File: config.mk
export PLATFORM = sky130hd
export DESIGN_NAME = msr_sequencer
export DESIGN_NICKNAME = d
export VERILOG_FILES = /design/src/logic/msr_pkg.sv /design/src/logic/msr_sequencer.sv
export VERILOG_INCLUDE_DIRS = /design/src /design/src/logic
export SDC_FILE = /design/constraint.sdc
export NUM_CORES = 1
export LEC_CHECK = 0
export BUFFER_PORTS_ARGS = -buffer_cell sky130_fd_sc_hd__buf_2
export CAP_MARGIN = 20
export CELL_PAD_IN_SITES_DETAIL_PLACEMENT = 0
export CELL_PAD_IN_SITES_GLOBAL_PLACEMENT = 1
export CORE_MARGIN = 4
export CORE_UTILIZATION = 46
export CTS_CLUSTER_DIAMETER = 60
export DETAILED_ROUTE_END_ITERATION = 8
export MAX_ROUTING_LAYER = met4
export PLACE_DENSITY_LB_ADDON = 0.05
export SETUP_SLACK_MARGIN = 0.4
export SLEW_MARGIN = 5
export SYNTH_ARGS = -nofsm -noshare
export SYNTH_HDL_FRONTEND = slang
export SYNTH_SLANG_ARGS = --single-unit
File: constraint.sdc
create_clock -name clk -period 17.9 [get_ports clk]
set_input_delay 3.58 -clock clk [delete_from_list [all_inputs] [get_ports clk]]
set_output_delay 3.58 -clock clk [all_outputs]
set_load 0.05 [all_outputs]
File: src/logic/msr_params.svh
// Offsets, field positions, reset values and timing figures of the mode switch sequencer
`ifndef MSR_PARAMS_SVH
`define MSR_PARAMS_SVH

// Clock rate in Hz
`define MSR_CLK_HZ        100000000

// Times in milliseconds
`define MSR_DEB_MS        20
`define MSR_ARM_MS        3000
`define MSR_PHASE_MS      2000
`define MSR_FW_WIN_MS     10000
`define MSR_CONF_MS       1000
`define MSR_BLINK_SLOW_MS 500
`define MSR_BLINK_FAST_MS 125

// Trial time in hours
`define MSR_TRIAL_HOURS   72

// Steady phases needed for a factory reset
`define MSR_FR_STEADY     4'h6

// Delivery-state values
`define MSR_NODE_DEFAULT  8'h02
`define MSR_IP_DEFAULT    32'h00000000

// Register byte offsets
`define MSR_OFF_CTRL      5'h00
`define MSR_OFF_STATUS    5'h04
`define MSR_OFF_TRIAL     5'h08
`define MSR_OFF_NODE      5'h0C
`define MSR_OFF_IP        5'h10

// Field positions
`define MSR_CTRL_ORST     0
`define MSR_ST_RUN        4
`define MSR_ST_OPT        5
`define MSR_ST_EXPIRED    6
`define MSR_ST_FWOK       7

`endif

File: src/logic/msr_pkg.sv
// Types of the mode switch sequencer
package msr_pkg;

  typedef enum logic [3:0] {
    BOOT     = 4'h0,
    IDLE     = 4'h1,
    HOLD     = 4'h2,
    ARMED    = 4'h3,
    TIP      = 4'h4,
    ORST     = 4'h5,
    POST     = 4'h6,
    RELOAD   = 4'h7,
    FR_TIP   = 4'h8,
    FCLR     = 4'h9,
    FR_CONF  = 4'hA,
    FW_OFFER = 4'hB,
    FW_TIP   = 4'hC,
    FW_XFER  = 4'hD,
    FW_ERASE = 4'hE,
    FW_END   = 4'hF
  } msr_state_t;

endpackage : msr_pkg

File: src/logic/msr_sequencer.sv
// Mode switch reset sequencer with Avalon-MM register slave
//
// How it works
// - Overall reset erases user memory, card untouched
// - Three seconds at reset position arms, steady
// - Armed quick tip starts overall reset, flashing
// - Steady stop light marks overall reset done
// - Bus overall reset only in STOP
// - After overall reset enable option card functions
// - Reload default project, card light while loading
// - Factory reset clears RAM, node 2, IP zero
// - Long hold: blink, steady, then alternating phases
// - Release after sixth steady, tip, run light on
// - Other release gives only overall reset
// - Command file factory reset also honoured
// - Firmware name is pb plus six digits
// - Differing firmware at boot: alternate error lights
// - Equal firmware version: no update
// - Transfer: alternate blink, card light steady
// - Success all but run light steady, failure fast blink
// - Every successful firmware update includes overall reset
// - Missing option card: error light, 72 h, stop
// - Check card after power-on and overall reset
//
// Decided for this implementation: the Avalon-MM interface to the registers and the register addresses.
`timescale 1ns/10ps
`include "msr_params.svh"

module msr_sequencer #(
  parameter logic [31:0] DEB_CYC   = 32'(64'(`MSR_DEB_MS) * 64'(`MSR_CLK_HZ) / 64'd1000),
  parameter logic [31:0] ARM_CYC   = 32'(64'(`MSR_ARM_MS) * 64'(`MSR_CLK_HZ) / 64'd1000),
  parameter logic [31:0] PHASE_CYC = 32'(64'(`MSR_PHASE_MS) * 64'(`MSR_CLK_HZ) / 64'd1000),
  parameter logic [31:0] FWWIN_CYC = 32'(64'(`MSR_FW_WIN_MS) * 64'(`MSR_CLK_HZ) / 64'd1000),
  parameter logic [31:0] CONF_CYC  = 32'(64'(`MSR_CONF_MS) * 64'(`MSR_CLK_HZ) / 64'd1000),
  parameter logic [31:0] SLOW_CYC  = 32'(64'(`MSR_BLINK_SLOW_MS) * 64'(`MSR_CLK_HZ) / 64'd1000),
  parameter logic [31:0] FAST_CYC  = 32'(64'(`MSR_BLINK_FAST_MS) * 64'(`MSR_CLK_HZ) / 64'd1000),
  parameter logic [63:0] TRIAL_CYC = 64'(`MSR_TRIAL_HOURS) * 64'd3600 * 64'(`MSR_CLK_HZ)
) (
  // Clock and reset
  input  wire logic        clk,
  input  wire logic        rst,
  // Avalon-MM slave
  input  wire logic [4:0]  avs_address,
  input  wire logic        avs_read,
  input  wire logic        avs_write,
  input  wire logic [31:0] avs_writedata,
  output logic      [31:0] avs_readdata,
  output logic             avs_waitrequest,
  // Mode switch positions
  input  wire logic        swRun,
  input  wire logic        swStop,
  input  wire logic        swMres,
  // Card slot
  input  wire logic        keyCardPresent,
  input  wire logic        defaultProjOnCard,
  input  wire logic        fwFilePresent,
  input  wire logic [63:0] fwName,
  input  wire logic        fwVersionDiffers,
  input  wire logic        cmdFactoryReset,
  output logic             cardCheckReq,
  // Memory and firmware handshakes
  output logic             userEraseReq,
  input  wire logic        userEraseDone,
  output logic             ramClearReq,
  input  wire logic        ramClearDone,
  output logic             reloadReq,
  input  wire logic        reloadDone,
  output logic             fwXferReq,
  input  wire logic        fwXferDone,
  input  wire logic        fwXferOk,
  // Configuration and mode
  output logic [7:0]       nodeAddr,
  output logic [31:0]      ipAddr,
  output logic             optionEnable,
  output logic             runMode,
  // Indicators
  output logic             powerLed,
  output logic             stopLed,
  output logic             runLed,
  output logic             errorLed,
  output logic             forcedLed,
  output logic             cardLed
);

  if (DEB_CYC == 32'h0 || ARM_CYC == 32'h0 || PHASE_CYC == 32'h0 || FWWIN_CYC == 32'h0 ||
      CONF_CYC == 32'h0 || SLOW_CYC == 32'h0 || FAST_CYC == 32'h0 || TRIAL_CYC == 64'h0)
  begin : gCheck
    $error("msr_sequencer: every timing count must be at least one cycle");
  end

  msr_pkg::msr_state_t state_q;
  msr_pkg::msr_state_t state_d;
  logic [31:0]         tmr_q;
  logic [31:0]         phaseTmr_q;
  logic [3:0]          steadyCnt_q;
  logic                inSteady_q;
  logic [2:0]          swRaw;
  logic [2:0]          swDeb;
  logic                posRun;
  logic                posStop;
  logic                posMres;
  logic                nameOk;
  logic                orstCmd_q;
  logic                waitReq_q;
  logic [31:0]         readData_q;
  logic [31:0]         rdMux;
  logic                busWr;
  logic [31:0]         slowTmr_q;
  logic [31:0]         fastTmr_q;
  logic                blinkSlow_q;
  logic                blinkFast_q;
  logic [63:0]         trialLeft_q;
  logic                trialExpired_q;
  logic                optionsActive_q;
  logic                fwOk_q;
  logic                runMode_q;
  logic [7:0]          nodeAddr_q;
  logic [31:0]         ipAddr_q;
  logic                userEraseReq_q;
  logic                ramClearReq_q;
  logic                reloadReq_q;
  logic                fwXferReq_q;
  logic                cardCheckReq_q;
  logic                powerLed_q;
  logic                stopLed_q;
  logic                runLed_q;
  logic                errorLed_q;
  logic                forcedLed_q;
  logic                cardLed_q;

  // Switch inputs: two-stage synchroniser and hold-off counter per position
  assign swRaw = {swMres, swStop, swRun};

  for (genvar i = 0; i < 3; i++)
  begin : gDeb
    logic        meta_q;
    logic        sync_q;
    logic        stable_q;
    logic [31:0] cnt_q;
    always_ff @(posedge clk or posedge rst)
    begin
      if (rst)
      begin
        meta_q   <= 1'b0;
        sync_q   <= 1'b0;
        stable_q <= 1'b0;
        cnt_q    <= 32'h0;
      end
      else
      begin
        meta_q <= swRaw[i];
        sync_q <= meta_q;
        if (sync_q == stable_q)
          cnt_q <= 32'h0;
        else if (cnt_q >= DEB_CYC - 32'h1)
        begin
          stable_q <= sync_q;
          cnt_q    <= 32'h0;
        end
        else
          cnt_q <= cnt_q + 32'h1;
      end
    end
    assign swDeb[i] = stable_q;
  end

  assign posRun  = swDeb[0];
  assign posStop = swDeb[1];
  assign posMres = swDeb[2];

  // Firmware file name: two letters then six decimal digits
  function automatic logic fw_name_ok(input logic [63:0] nm);
    logic ok;
    ok = (nm[63:56] == 8'h70) && (nm[55:48] == 8'h62);
    for (int k = 0; k < 6; k++)
      ok = ok && (nm[k*8 +: 8] >= 8'h30) && (nm[k*8 +: 8] <= 8'h39);
    return ok;
  endfunction : fw_name_ok

  assign nameOk = fw_name_ok(fwName);

  // Sequencer next state
  always_comb
  begin
    state_d = state_q;
    unique case (state_q)
      msr_pkg::BOOT:
        if (tmr_q >= DEB_CYC + 32'h2)
          state_d = (posStop && fwFilePresent && nameOk && fwVersionDiffers)
                    ? msr_pkg::FW_OFFER : msr_pkg::IDLE;
      msr_pkg::IDLE:
        if (cmdFactoryReset && !runMode_q)
          state_d = msr_pkg::FCLR;
        else if (orstCmd_q && !runMode_q)
          state_d = msr_pkg::ORST;
        else if (posMres && !runMode_q)
          state_d = msr_pkg::HOLD;
      msr_pkg::HOLD:
        if (!posMres)
        begin
          if (steadyCnt_q == 4'h0)
            state_d = msr_pkg::IDLE;
          else if (steadyCnt_q == 4'h1)
            state_d = msr_pkg::ARMED;
          else if (steadyCnt_q == `MSR_FR_STEADY)
            state_d = msr_pkg::FR_TIP;
          else
            state_d = msr_pkg::ORST;
        end
      msr_pkg::ARMED:
        if (orstCmd_q)
          state_d = msr_pkg::ORST;
        else if (posMres)
          state_d = msr_pkg::TIP;
        else if (posRun)
          state_d = msr_pkg::IDLE;
      msr_pkg::TIP:
        if (posMres && tmr_q >= ARM_CYC - 32'h1)
          state_d = msr_pkg::HOLD;
        else if (!posMres)
          state_d = msr_pkg::ORST;
      msr_pkg::ORST:
        if (userEraseDone)
          state_d = msr_pkg::POST;
      msr_pkg::POST:
        state_d = defaultProjOnCard ? msr_pkg::RELOAD : msr_pkg::IDLE;
      msr_pkg::RELOAD:
        if (reloadDone)
          state_d = msr_pkg::IDLE;
      msr_pkg::FR_TIP:
        if (posMres)
          state_d = msr_pkg::FCLR;
        else if (posRun)
          state_d = msr_pkg::ORST;
      msr_pkg::FCLR:
        if (ramClearDone)
          state_d = msr_pkg::FR_CONF;
      msr_pkg::FR_CONF:
        if (tmr_q >= CONF_CYC - 32'h1)
          state_d = msr_pkg::IDLE;
      msr_pkg::FW_OFFER:
        if (posMres)
          state_d = msr_pkg::FW_TIP;
        else if (tmr_q >= FWWIN_CYC - 32'h1)
          state_d = msr_pkg::IDLE;
      msr_pkg::FW_TIP:
        if (posStop)
          state_d = msr_pkg::FW_XFER;
      msr_pkg::FW_XFER:
        if (fwXferDone)
          state_d = fwXferOk ? msr_pkg::FW_ERASE : msr_pkg::FW_END;
      msr_pkg::FW_ERASE:
        if (userEraseDone)
          state_d = msr_pkg::FW_END;
      msr_pkg::FW_END:
        state_d = msr_pkg::FW_END;
    endcase
  end

  // State and dwell timer
  always_ff @(posedge clk or posedge rst)
  begin
    if (rst)
    begin
      state_q <= msr_pkg::BOOT;
      tmr_q   <= 32'h0;
    end
    else
    begin
      state_q <= state_d;
      if (state_d != state_q)
        tmr_q <= 32'h0;
      else if (tmr_q != 32'hFFFFFFFF)
        tmr_q <= tmr_q + 32'h1;
    end
  end

  // Long hold: first steady after arm time, then blink and steady phases
  always_ff @(posedge clk or posedge rst)
  begin
    if (rst)
    begin
      phaseTmr_q  <= 32'h0;
      steadyCnt_q <= 4'h0;
      inSteady_q  <= 1'b0;
    end
    else if (state_q != msr_pkg::HOLD)
    begin
      phaseTmr_q  <= 32'h0;
      steadyCnt_q <= 4'h0;
      inSteady_q  <= 1'b0;
    end
    else if (steadyCnt_q == 4'h0)
    begin
      if (phaseTmr_q >= ARM_CYC - 32'h1)
      begin
        phaseTmr_q  <= 32'h0;
        steadyCnt_q <= 4'h1;
        inSteady_q  <= 1'b1;
      end
      else
        phaseTmr_q <= phaseTmr_q + 32'h1;
    end
    else if (phaseTmr_q >= PHASE_CYC - 32'h1)
    begin
      phaseTmr_q <= 32'h0;
      inSteady_q <= !inSteady_q;
      if (!inSteady_q && steadyCnt_q != 4'hF)
        steadyCnt_q <= steadyCnt_q + 4'h1;
    end
    else
      phaseTmr_q <= phaseTmr_q + 32'h1;
  end

  // Blink generators
  always_ff @(posedge clk or posedge rst)
  begin
    if (rst)
    begin
      slowTmr_q   <= 32'h0;
      fastTmr_q   <= 32'h0;
      blinkSlow_q <= 1'b0;
      blinkFast_q <= 1'b0;
    end
    else
    begin
      slowTmr_q <= (slowTmr_q >= SLOW_CYC - 32'h1) ? 32'h0 : slowTmr_q + 32'h1;
      fastTmr_q <= (fastTmr_q >= FAST_CYC - 32'h1) ? 32'h0 : fastTmr_q + 32'h1;
      if (slowTmr_q >= SLOW_CYC - 32'h1)
        blinkSlow_q <= !blinkSlow_q;
      if (fastTmr_q >= FAST_CYC - 32'h1)
        blinkFast_q <= !blinkFast_q;
    end
  end

  // Option card activation and trial timer
  always_ff @(posedge clk or posedge rst)
  begin
    if (rst)
    begin
      optionsActive_q <= 1'b0;
      trialLeft_q     <= TRIAL_CYC;
      trialExpired_q  <= 1'b0;
    end
    else
    begin
      if (state_q == msr_pkg::POST && keyCardPresent)
        optionsActive_q <= 1'b1;
      else if (state_q == msr_pkg::FCLR && ramClearDone)
        optionsActive_q <= 1'b0;
      if (!optionsActive_q || keyCardPresent)
      begin
        trialLeft_q    <= TRIAL_CYC;
        trialExpired_q <= 1'b0;
      end
      else if (trialLeft_q != 64'h0)
        trialLeft_q <= trialLeft_q - 64'h1;
      else
        trialExpired_q <= 1'b1;
    end
  end

  // Mode, handshake requests and firmware result
  always_ff @(posedge clk or posedge rst)
  begin
    if (rst)
    begin
      runMode_q      <= 1'b0;
      userEraseReq_q <= 1'b0;
      ramClearReq_q  <= 1'b0;
      reloadReq_q    <= 1'b0;
      fwXferReq_q    <= 1'b0;
      cardCheckReq_q <= 1'b0;
      fwOk_q         <= 1'b0;
    end
    else
    begin
      runMode_q      <= state_d == msr_pkg::IDLE && posRun && !trialExpired_q;
      userEraseReq_q <= state_d == msr_pkg::ORST || state_d == msr_pkg::FW_ERASE;
      ramClearReq_q  <= state_d == msr_pkg::FCLR;
      reloadReq_q    <= state_d == msr_pkg::RELOAD;
      fwXferReq_q    <= state_d == msr_pkg::FW_XFER;
      cardCheckReq_q <= (state_q == msr_pkg::BOOT && state_d != msr_pkg::BOOT) ||
                        state_q == msr_pkg::POST;
      if (state_q == msr_pkg::FW_XFER && fwXferDone)
        fwOk_q <= fwXferOk;
    end
  end

  // Indicators
  always_ff @(posedge clk or posedge rst)
  begin
    if (rst)
    begin
      powerLed_q  <= 1'b0;
      stopLed_q   <= 1'b0;
      runLed_q    <= 1'b0;
      errorLed_q  <= 1'b0;
      forcedLed_q <= 1'b0;
      cardLed_q   <= 1'b0;
    end
    else
    begin
      powerLed_q  <= 1'b1;
      stopLed_q   <= 1'b1;
      runLed_q    <= 1'b0;
      errorLed_q  <= optionsActive_q && !keyCardPresent;
      forcedLed_q <= 1'b0;
      cardLed_q   <= 1'b0;
      unique case (state_q)
        msr_pkg::BOOT, msr_pkg::ARMED, msr_pkg::TIP, msr_pkg::FR_TIP:
          stopLed_q <= 1'b1;
        msr_pkg::IDLE:
        begin
          stopLed_q <= !runMode_q;
          runLed_q  <= runMode_q;
        end
        msr_pkg::HOLD:
          stopLed_q <= inSteady_q || blinkSlow_q;
        msr_pkg::ORST, msr_pkg::POST, msr_pkg::FCLR:
          stopLed_q <= blinkFast_q;
        msr_pkg::RELOAD:
          cardLed_q <= 1'b1;
        msr_pkg::FR_CONF:
          runLed_q <= 1'b1;
        msr_pkg::FW_OFFER, msr_pkg::FW_TIP:
        begin
          errorLed_q  <= blinkSlow_q;
          forcedLed_q <= !blinkSlow_q;
        end
        msr_pkg::FW_XFER, msr_pkg::FW_ERASE:
        begin
          errorLed_q  <= blinkSlow_q;
          forcedLed_q <= !blinkSlow_q;
          cardLed_q   <= 1'b1;
        end
        msr_pkg::FW_END:
        begin
          powerLed_q  <= fwOk_q || blinkFast_q;
          stopLed_q   <= fwOk_q || blinkFast_q;
          errorLed_q  <= fwOk_q || blinkFast_q;
          forcedLed_q <= fwOk_q || blinkFast_q;
          cardLed_q   <= fwOk_q || blinkFast_q;
        end
      endcase
    end
  end

  // Avalon-MM slave: answer one cycle after the request is seen
  assign busWr = avs_write && !waitReq_q;

  always_comb
  begin
    rdMux = 32'h0;
    unique case (avs_address)
      `MSR_OFF_STATUS:
      begin
        rdMux[3:0]             = state_q;
        rdMux[`MSR_ST_RUN]     = runMode_q;
        rdMux[`MSR_ST_OPT]     = optionsActive_q;
        rdMux[`MSR_ST_EXPIRED] = trialExpired_q;
        rdMux[`MSR_ST_FWOK]    = fwOk_q;
      end
      `MSR_OFF_TRIAL:
        rdMux = trialLeft_q[47:16];
      `MSR_OFF_NODE:
        rdMux[7:0] = nodeAddr_q;
      `MSR_OFF_IP:
        rdMux = ipAddr_q;
      default:
        rdMux = 32'h0;
    endcase
  end

  always_ff @(posedge clk or posedge rst)
  begin
    if (rst)
    begin
      waitReq_q  <= 1'b1;
      readData_q <= 32'h0;
      orstCmd_q  <= 1'b0;
    end
    else
    begin
      waitReq_q <= !((avs_read || avs_write) && waitReq_q);
      if (avs_read && waitReq_q)
        readData_q <= rdMux;
      orstCmd_q <= busWr && avs_address == `MSR_OFF_CTRL &&
                   avs_writedata[`MSR_CTRL_ORST];
    end
  end

  // Node and Ethernet addresses
  always_ff @(posedge clk or posedge rst)
  begin
    if (rst)
    begin
      nodeAddr_q <= `MSR_NODE_DEFAULT;
      ipAddr_q   <= `MSR_IP_DEFAULT;
    end
    else if (state_q == msr_pkg::FCLR && ramClearDone)
    begin
      nodeAddr_q <= `MSR_NODE_DEFAULT;
      ipAddr_q   <= `MSR_IP_DEFAULT;
    end
    else if (busWr && avs_address == `MSR_OFF_NODE)
      nodeAddr_q <= avs_writedata[7:0];
    else if (busWr && avs_address == `MSR_OFF_IP)
      ipAddr_q <= avs_writedata;
  end

  assign avs_readdata    = readData_q;
  assign avs_waitrequest = waitReq_q;
  assign cardCheckReq    = cardCheckReq_q;
  assign userEraseReq    = userEraseReq_q;
  assign ramClearReq     = ramClearReq_q;
  assign reloadReq       = reloadReq_q;
  assign fwXferReq       = fwXferReq_q;
  assign nodeAddr        = nodeAddr_q;
  assign ipAddr          = ipAddr_q;
  assign optionEnable    = optionsActive_q;
  assign runMode         = runMode_q;
  assign powerLed        = powerLed_q;
  assign stopLed         = stopLed_q;
  assign runLed          = runLed_q;
  assign errorLed        = errorLed_q;
  assign forcedLed       = forcedLed_q;
  assign cardLed         = cardLed_q;
endmodule : msr_sequencer

# Word level (Yosys, flattened, before mapping)
# Cells that the tools add are included.
[op_classes]
addsub = 9
n_lt_le_gt_ge = 23
eq_ne = 39
mux = 70
n_bitwise = 3
n_reduce_logical = 71
[ops]
columns = ["cell", "count"]
rows = [
  ["32-bit 2-to-1 mux", 17],
  ["32-bit by 1-bit adder with 32-bit output, second input constant", 7],
  ["32-bit by 21-bit greater-or-equal comparator with 1-bit output, second input constant", 4],
  ["64-bit 2-to-1 mux", 2],
  ["4-bit 2-to-1 mux", 30],
  ["32-bit by 29-bit greater-or-equal comparator with 1-bit output, second input constant", 2],
  ["4-bit one-hot mux with 16 select lines", 1],
  ["64-bit nonzero test", 1],
  ["64-bit by 1-bit subtractor with 64-bit output, second input constant", 1],
  ["8-bit by 6-bit greater-or-equal comparator with 1-bit output, second input constant", 6],
  ["8-bit by 6-bit less-or-equal comparator with 1-bit output, second input constant", 6],
  ["24-bit one-hot mux with 2 select lines", 1],
  ["4-bit == test, second input constant", 11],
  ["1-bit logical AND", 35],
  ["32-bit by 24-bit greater-or-equal comparator with 1-bit output, second input constant", 1],
  ["32-bit by 26-bit greater-or-equal comparator with 1-bit output, second input constant", 1],
  ["32-bit by 27-bit greater-or-equal comparator with 1-bit output, second input constant", 1],
  ["32-bit by 28-bit greater-or-equal comparator with 1-bit output, second input constant", 1],
  ["32-bit by 30-bit greater-or-equal comparator with 1-bit output, second input constant", 1],
  ["32-bit != test, second input constant", 1],
  ["8-bit one-hot mux with 4 select lines", 1],
  ["4-bit by 3-bit == test with 1-bit output, second input constant", 7],
  ["8-bit by 7-bit == test with 1-bit output, second input constant", 2],
  ["8-bit 2-to-1 mux", 2],
  ["28 further kinds", 73],
]
[totals]
reg_bits = 397

# Longest topological paths before layout
[depth]
word_depth = 22
mapped_depth = 12
ltp_nobuf = 10

# Worst setup path after synthesis
# OpenSTA, ideal clock, no wires.
[synth_timing]
kind = "input-to-reg"
startpoint = "in fwXferDone"
endpoint = "reg tmr_q[18]"
setup_time_ns = 0.069
arrival_ns = 5.263
required_time_ns = 17.831
slack_ns = 12.567
stages = 9
path_buffers = 1
cell_sequence = "mux2_2 a22oi_1 o21ai_0 nor4_1 nand3_1 a2bb2oi_2 o2111ai_4 buf_6 nor2_2"
[synth_via]
elab_chain_len = 4
word_cells_on_any_way = 5
classes_between = "eq/ne: 1; mux: 3; reduce/logical: 1"
[synth_rtl]
columns = ["item", "line", "rtl"]
rows = [
  ["start: declaration", "msr_sequencer.sv:69", "input wire logic fwXferDone,"],
  ["4-bit 2-to-1 mux *", "msr_sequencer.sv:250", "if (fwXferDone)"],
  ["4-bit one-hot mux with 16 select lines *", "msr_sequencer.sv:186", "unique case (state_q)"],
  ["4-bit != test *", "msr_sequencer.sv:271", "if (state_d != state_q)"],
  ["32-bit 2-to-1 mux or 2-bit nonzero test (tied branches)", "n/a", ""],
  ["end signal: assignment", "msr_sequencer.sv:274", "tmr_q <= tmr_q + 32'h1;"],
  ["end: declaration", "msr_sequencer.sv:93", "logic [31:0] tmr_q;"],
]
# Every way passes the cells marked *; elsewhere a longest branch is shown, timed or not.
# A chain may end at the register's enable or synchronous reset.

# Worst setup path in the final report
[layout_timing]
startpoint = "in fwName[59]"
endpoint = "reg tmr_q[31]"
[layout_via]
elab_chain_len = 21
word_cells_on_any_way = 22
classes_between = "eq/ne: 2; mux: 4; reduce/logical: 16"
[layout_rtl]
columns = ["item", "line", "rtl"]
rows = [
  ["start: declaration", "msr_sequencer.sv:57", "input wire logic [63:0] fwName,"],
  ["8-bit by 7-bit == test with 1-bit output *", "msr_sequencer.sv:174", "ok = (nm[63:56] == 8'h70) && (nm[55:48] == 8'h62);"],
  ["1-bit logical AND *", "msr_sequencer.sv:174", ""],
  ["1-bit logical AND * (12 in series)", "msr_sequencer.sv:176", "ok = ok && (nm[k*8 +: 8] >= 8'h30) && (nm[k*8 +: 8] <= 8'h39);"],
  ["1-bit logical AND * (2 in series)", "msr_sequencer.sv:189", "state_d = (posStop && fwFilePresent && nameOk && fwVersionDiffers)"],
  ["4-bit 2-to-1 mux *", "msr_sequencer.sv:190", "? msr_pkg::FW_OFFER : msr_pkg::IDLE;"],
  ["4-bit 2-to-1 mux *", "msr_sequencer.sv:188", "if (tmr_q >= DEB_CYC + 32'h2)"],
  ["4-bit one-hot mux with 16 select lines *", "msr_sequencer.sv:186", ""],
  ["4-bit != test *", "msr_sequencer.sv:271", ""],
  ["32-bit 2-to-1 mux or 2-bit nonzero test (tied branches)", "n/a", ""],
]
# Marked as above.

==> run metrics <==
initial core utilization 47.0%; CTS tree built; crit-path cells buf_2, nor4b_1, nand4_1, nor3_1, a21oi_1, nor3_1, a2bb2oi_2, o2111ai_4, buf_4, nor2_1; count of hold-fix buffers inserted at cts 0; CTS clk-pin slew, worst paths 0.05 ns; Top cell by count, worst path nor3_1; setup TNS 0 ns; dpl ws 11.69 ns; sw power 0.864 mW; final hold viol count 0; Ys Warns 0; DIE HEIGHT 210 µm; IO Pins 204; mux contribution to synthesized area 1.25%; first-pass GRT wire length 74,100 µm; CTS resizes 0; Sink Count 397; final clock skew 0.0168 ns; design area 22,100 µm²; worst hold slack 0.351 ns; most common flop cell mapped by yosys dfrtp_1; sequential fraction of design power 39.3%; max frequency 183 MHz; DIE AREA 44,300 µm²; Skew-Pair Late Insertion Delay 0.58 ns; critical path endpoint category register; Sw Ratio 33.0%; Core Rows 73; Post-synth ARST share 100%; Num CTS Buffers 46; final std cells w/o fill 2,749; R2R depth 9; Cells after Synth 1,957; CP delay by family, top simple AND/OR/NAND/NOR gates; Cell Int Power 1.75 mW; DR iter-0 viols 998; Max Buffers Root-to-Sink 3; htree depth 2; Synth Area in Compound Gates 8.44%; placed cells 2,659; GR Util met3 4.54%; endpoints failing setup 0; Synth Area in Simple Gates 24.1%; WP buf/inv 2; actual slew at the worst max-slew pin 1.07 ns; largest net degree at the start of global routing 141; utilization after layout 55.1%; fin worst setup slack 12.43 ns; vias 14.6k; CP peak stage delay 0.49 ns; Rel. slew slack 28.6%; xor/xnor share of the synthesized area 9.94%; met1 usage 29.0%; hold-critical path endpoint gDeb[0].sync_q; HPWL after DPL 30,400 µm; Cell Area, Synth 18,900 µm²; root buffer cell clkbuf_16; critical path type in2reg; gr ovfl total 0; layout cell share with drive strength beyond 1 16.5%; post-synth top area share 50.3%; Post-DRT Antenna Nets 0; overall power 2.61 mW; routed len/inst 16.3 µm; Pleak 9.40 nW; number of synthesized flops with an enable pin 0; Max-cap violations 0; Critical-path top delay cell nor3_1; crit share post-route 30.5%; main combinational cell family by area after synthesis simple AND/OR/NAND/NOR gates; Worst setup SP type input pin; vias in the first global route 14.2k; Area growth syn-to-layout 17.2%; RSZ-0062 raised after global routing false; post-layout min period 5.47 ns; worst reg2reg path startpoint state_q[1]; post-synth cell types 81; initial antenna violation count 4; Fillers 3,664; VDD IR max 0.0000715 V; Pre-Repair DR Iteration Count 5; Synth Area in Adders 0.863%; Mapped Avg Cell Area 9.63 µm²; post-DR vias/cell 5.30; DP Area 20,500 µm²; reg2reg setup slack 14.31 ns; residual DRC count 0; worst min-delay path category reg2reg; setup repair bufs after CTS 0; register area share after synthesis 52.8%; port bufs 197; Yosys top cell by area dfrtp_1; hold_sp gDeb[0].meta_q; Critical Path RT 18.33 ns; Arr. time, crit path 5.90 ns; routability cong. 0.864; pwr dens 118 nW/µm²; Critical Path Fanout Max 32; total track usage 20.8%; combinational group share of total power 23.0%; status finished, final reports clean; Worst Hold Depth 0; M2 GR Usage 31.3%; Slew Limit Fails 0; Seq cells post-synth 397; # nets final 2,314; FF-to-FF End tmr_q[1]; core area 40,100 µm²; most used routing layer met2; clock power share 37.7%; die width 210 µm; final WL 44,700 µm; Synth area leaders dfrtp_1, nor2_1, xor2_1
## sequential cells by signal, summed over array words and instances, names as in the netlist, 4 cells and up
| signal | cells |
|---|---|
| gDeb.cnt_q | 96 |
| trialLeft_q | 64 |
| avs_readdata | 32 |
| fastTmr_q | 32 |
| ipAddr | 32 |
| phaseTmr_q | 32 |
| slowTmr_q | 32 |
| tmr_q | 32 |
| nodeAddr | 8 |
| state_q | 4 |
| steadyCnt_q | 4 |
## cells in the mapped netlist (all sizes together), types with 14 or more instances
| cell type | number |
|---|---|
| o21ai | 71 |
| a21oi | 66 |
| nand3 | 95 |
| dfstp | 18 |
| clkbuf | 74 |
| and3 | 33 |
| xnor2 | 95 |
| or3 | 27 |
| nor3 | 53 |
| dfrtp | 379 |
| inv | 32 |
| nor2b | 14 |
| nand4 | 37 |
| a22oi | 26 |
| nand2 | 238 |
| mux2i | 18 |
| xor2 | 119 |
| nor4 | 41 |
| nor2 | 331 |
## layout by cell type (no fill, tap or decap), types with 13 or more instances in the layout
| cell type | count |
|---|---|
| ha_1 | 13 |
| a22oi_1 | 26 |
| conb_1 | 50 |
| nand4_1 | 37 |
| dfrtp_1 | 379 |
| inv_1 | 31 |
| nor2b_1 | 14 |
| dfstp_2 | 18 |
| nand2_1 | 237 |
| nand3_1 | 94 |
| or3_1 | 27 |
| mux2i_1 | 18 |
| nor4_1 | 38 |
| buf_4 | 18 |
| o21ai_0 | 67 |
| nor2_1 | 301 |
| and3_1 | 32 |
| a21oi_1 | 65 |
| nor3_1 | 52 |
| xnor2_1 | 95 |
| buf_2 | 197 |
| clkbuf_16 | 47 |
| nor2_2 | 30 |
| xor2_1 | 119 |
## cell families (layout without fill, tap and decap cells)
kind of cell | count (synthesis) | count (layout)
DFF | 397 | 397
xor gates and xnor gates | 214 | 214
other | 1 | 54
adders and majority gates | 13 | 13
and+or+nand+nor | 948 | 948
AOI/OAI and AO/OA | 243 | 243
buffers and inverters | 118 | 332
muxes | 23 | 23
## power groups by stage
| stage | sequential, mW | clock, mW | combinational, mW |
|---|---|---|---|
| CTS | 1.03 | 1.01 | 0.606 |
| global route | 1.04 | 1.06 | 0.654 |
| finish | 1.03 | 0.985 | 0.602 |
| detailed placement | 1.04 | 0 | 0.603 |
| floorplan | 1.13 | 0 | 0.358 |
| global placement | 1.04 | 0 | 0.599 |
## final cells by class
class                      count  area (µm²)  area share, %
antenna                        4        10.0         0.0453
inverter                      32         128          0.577
sequential                   397        9960           45.1
tap                          525         657           2.97
multi-input combinational   1491        8610           39.0
timing repair buffer         215        1120           5.07
clock inverter                16         255           1.15
clock buffer                  69        1360           6.15
## worst max path at each step
stage | start | to | slack [ns] | cells after the start
2_1_floorplan | rst | avs_readdata[0] | 3.31 | 1
3_3_place_gp | fwName[30] | tmr_q[31] | 11.72 | 10
3_5_place_dp | fwName[59] | tmr_q[31] | 11.69 | 10
4_1_cts | fwName[59] | tmr_q[31] | 12.31 | 10
5_1_grt | rst | trialLeft_q[46] | 12.07 | 4
6_report | fwName[59] | tmr_q[31] | 12.43 | 10
## layer usage
metal,share of wire (%),up-vias
met4,2.2,0
met1,47,7040
met3,6.0,69
met2,45,321
li1,-,7152
met5,0,-
Note: power is estimated with default switching activity, not from simulation.
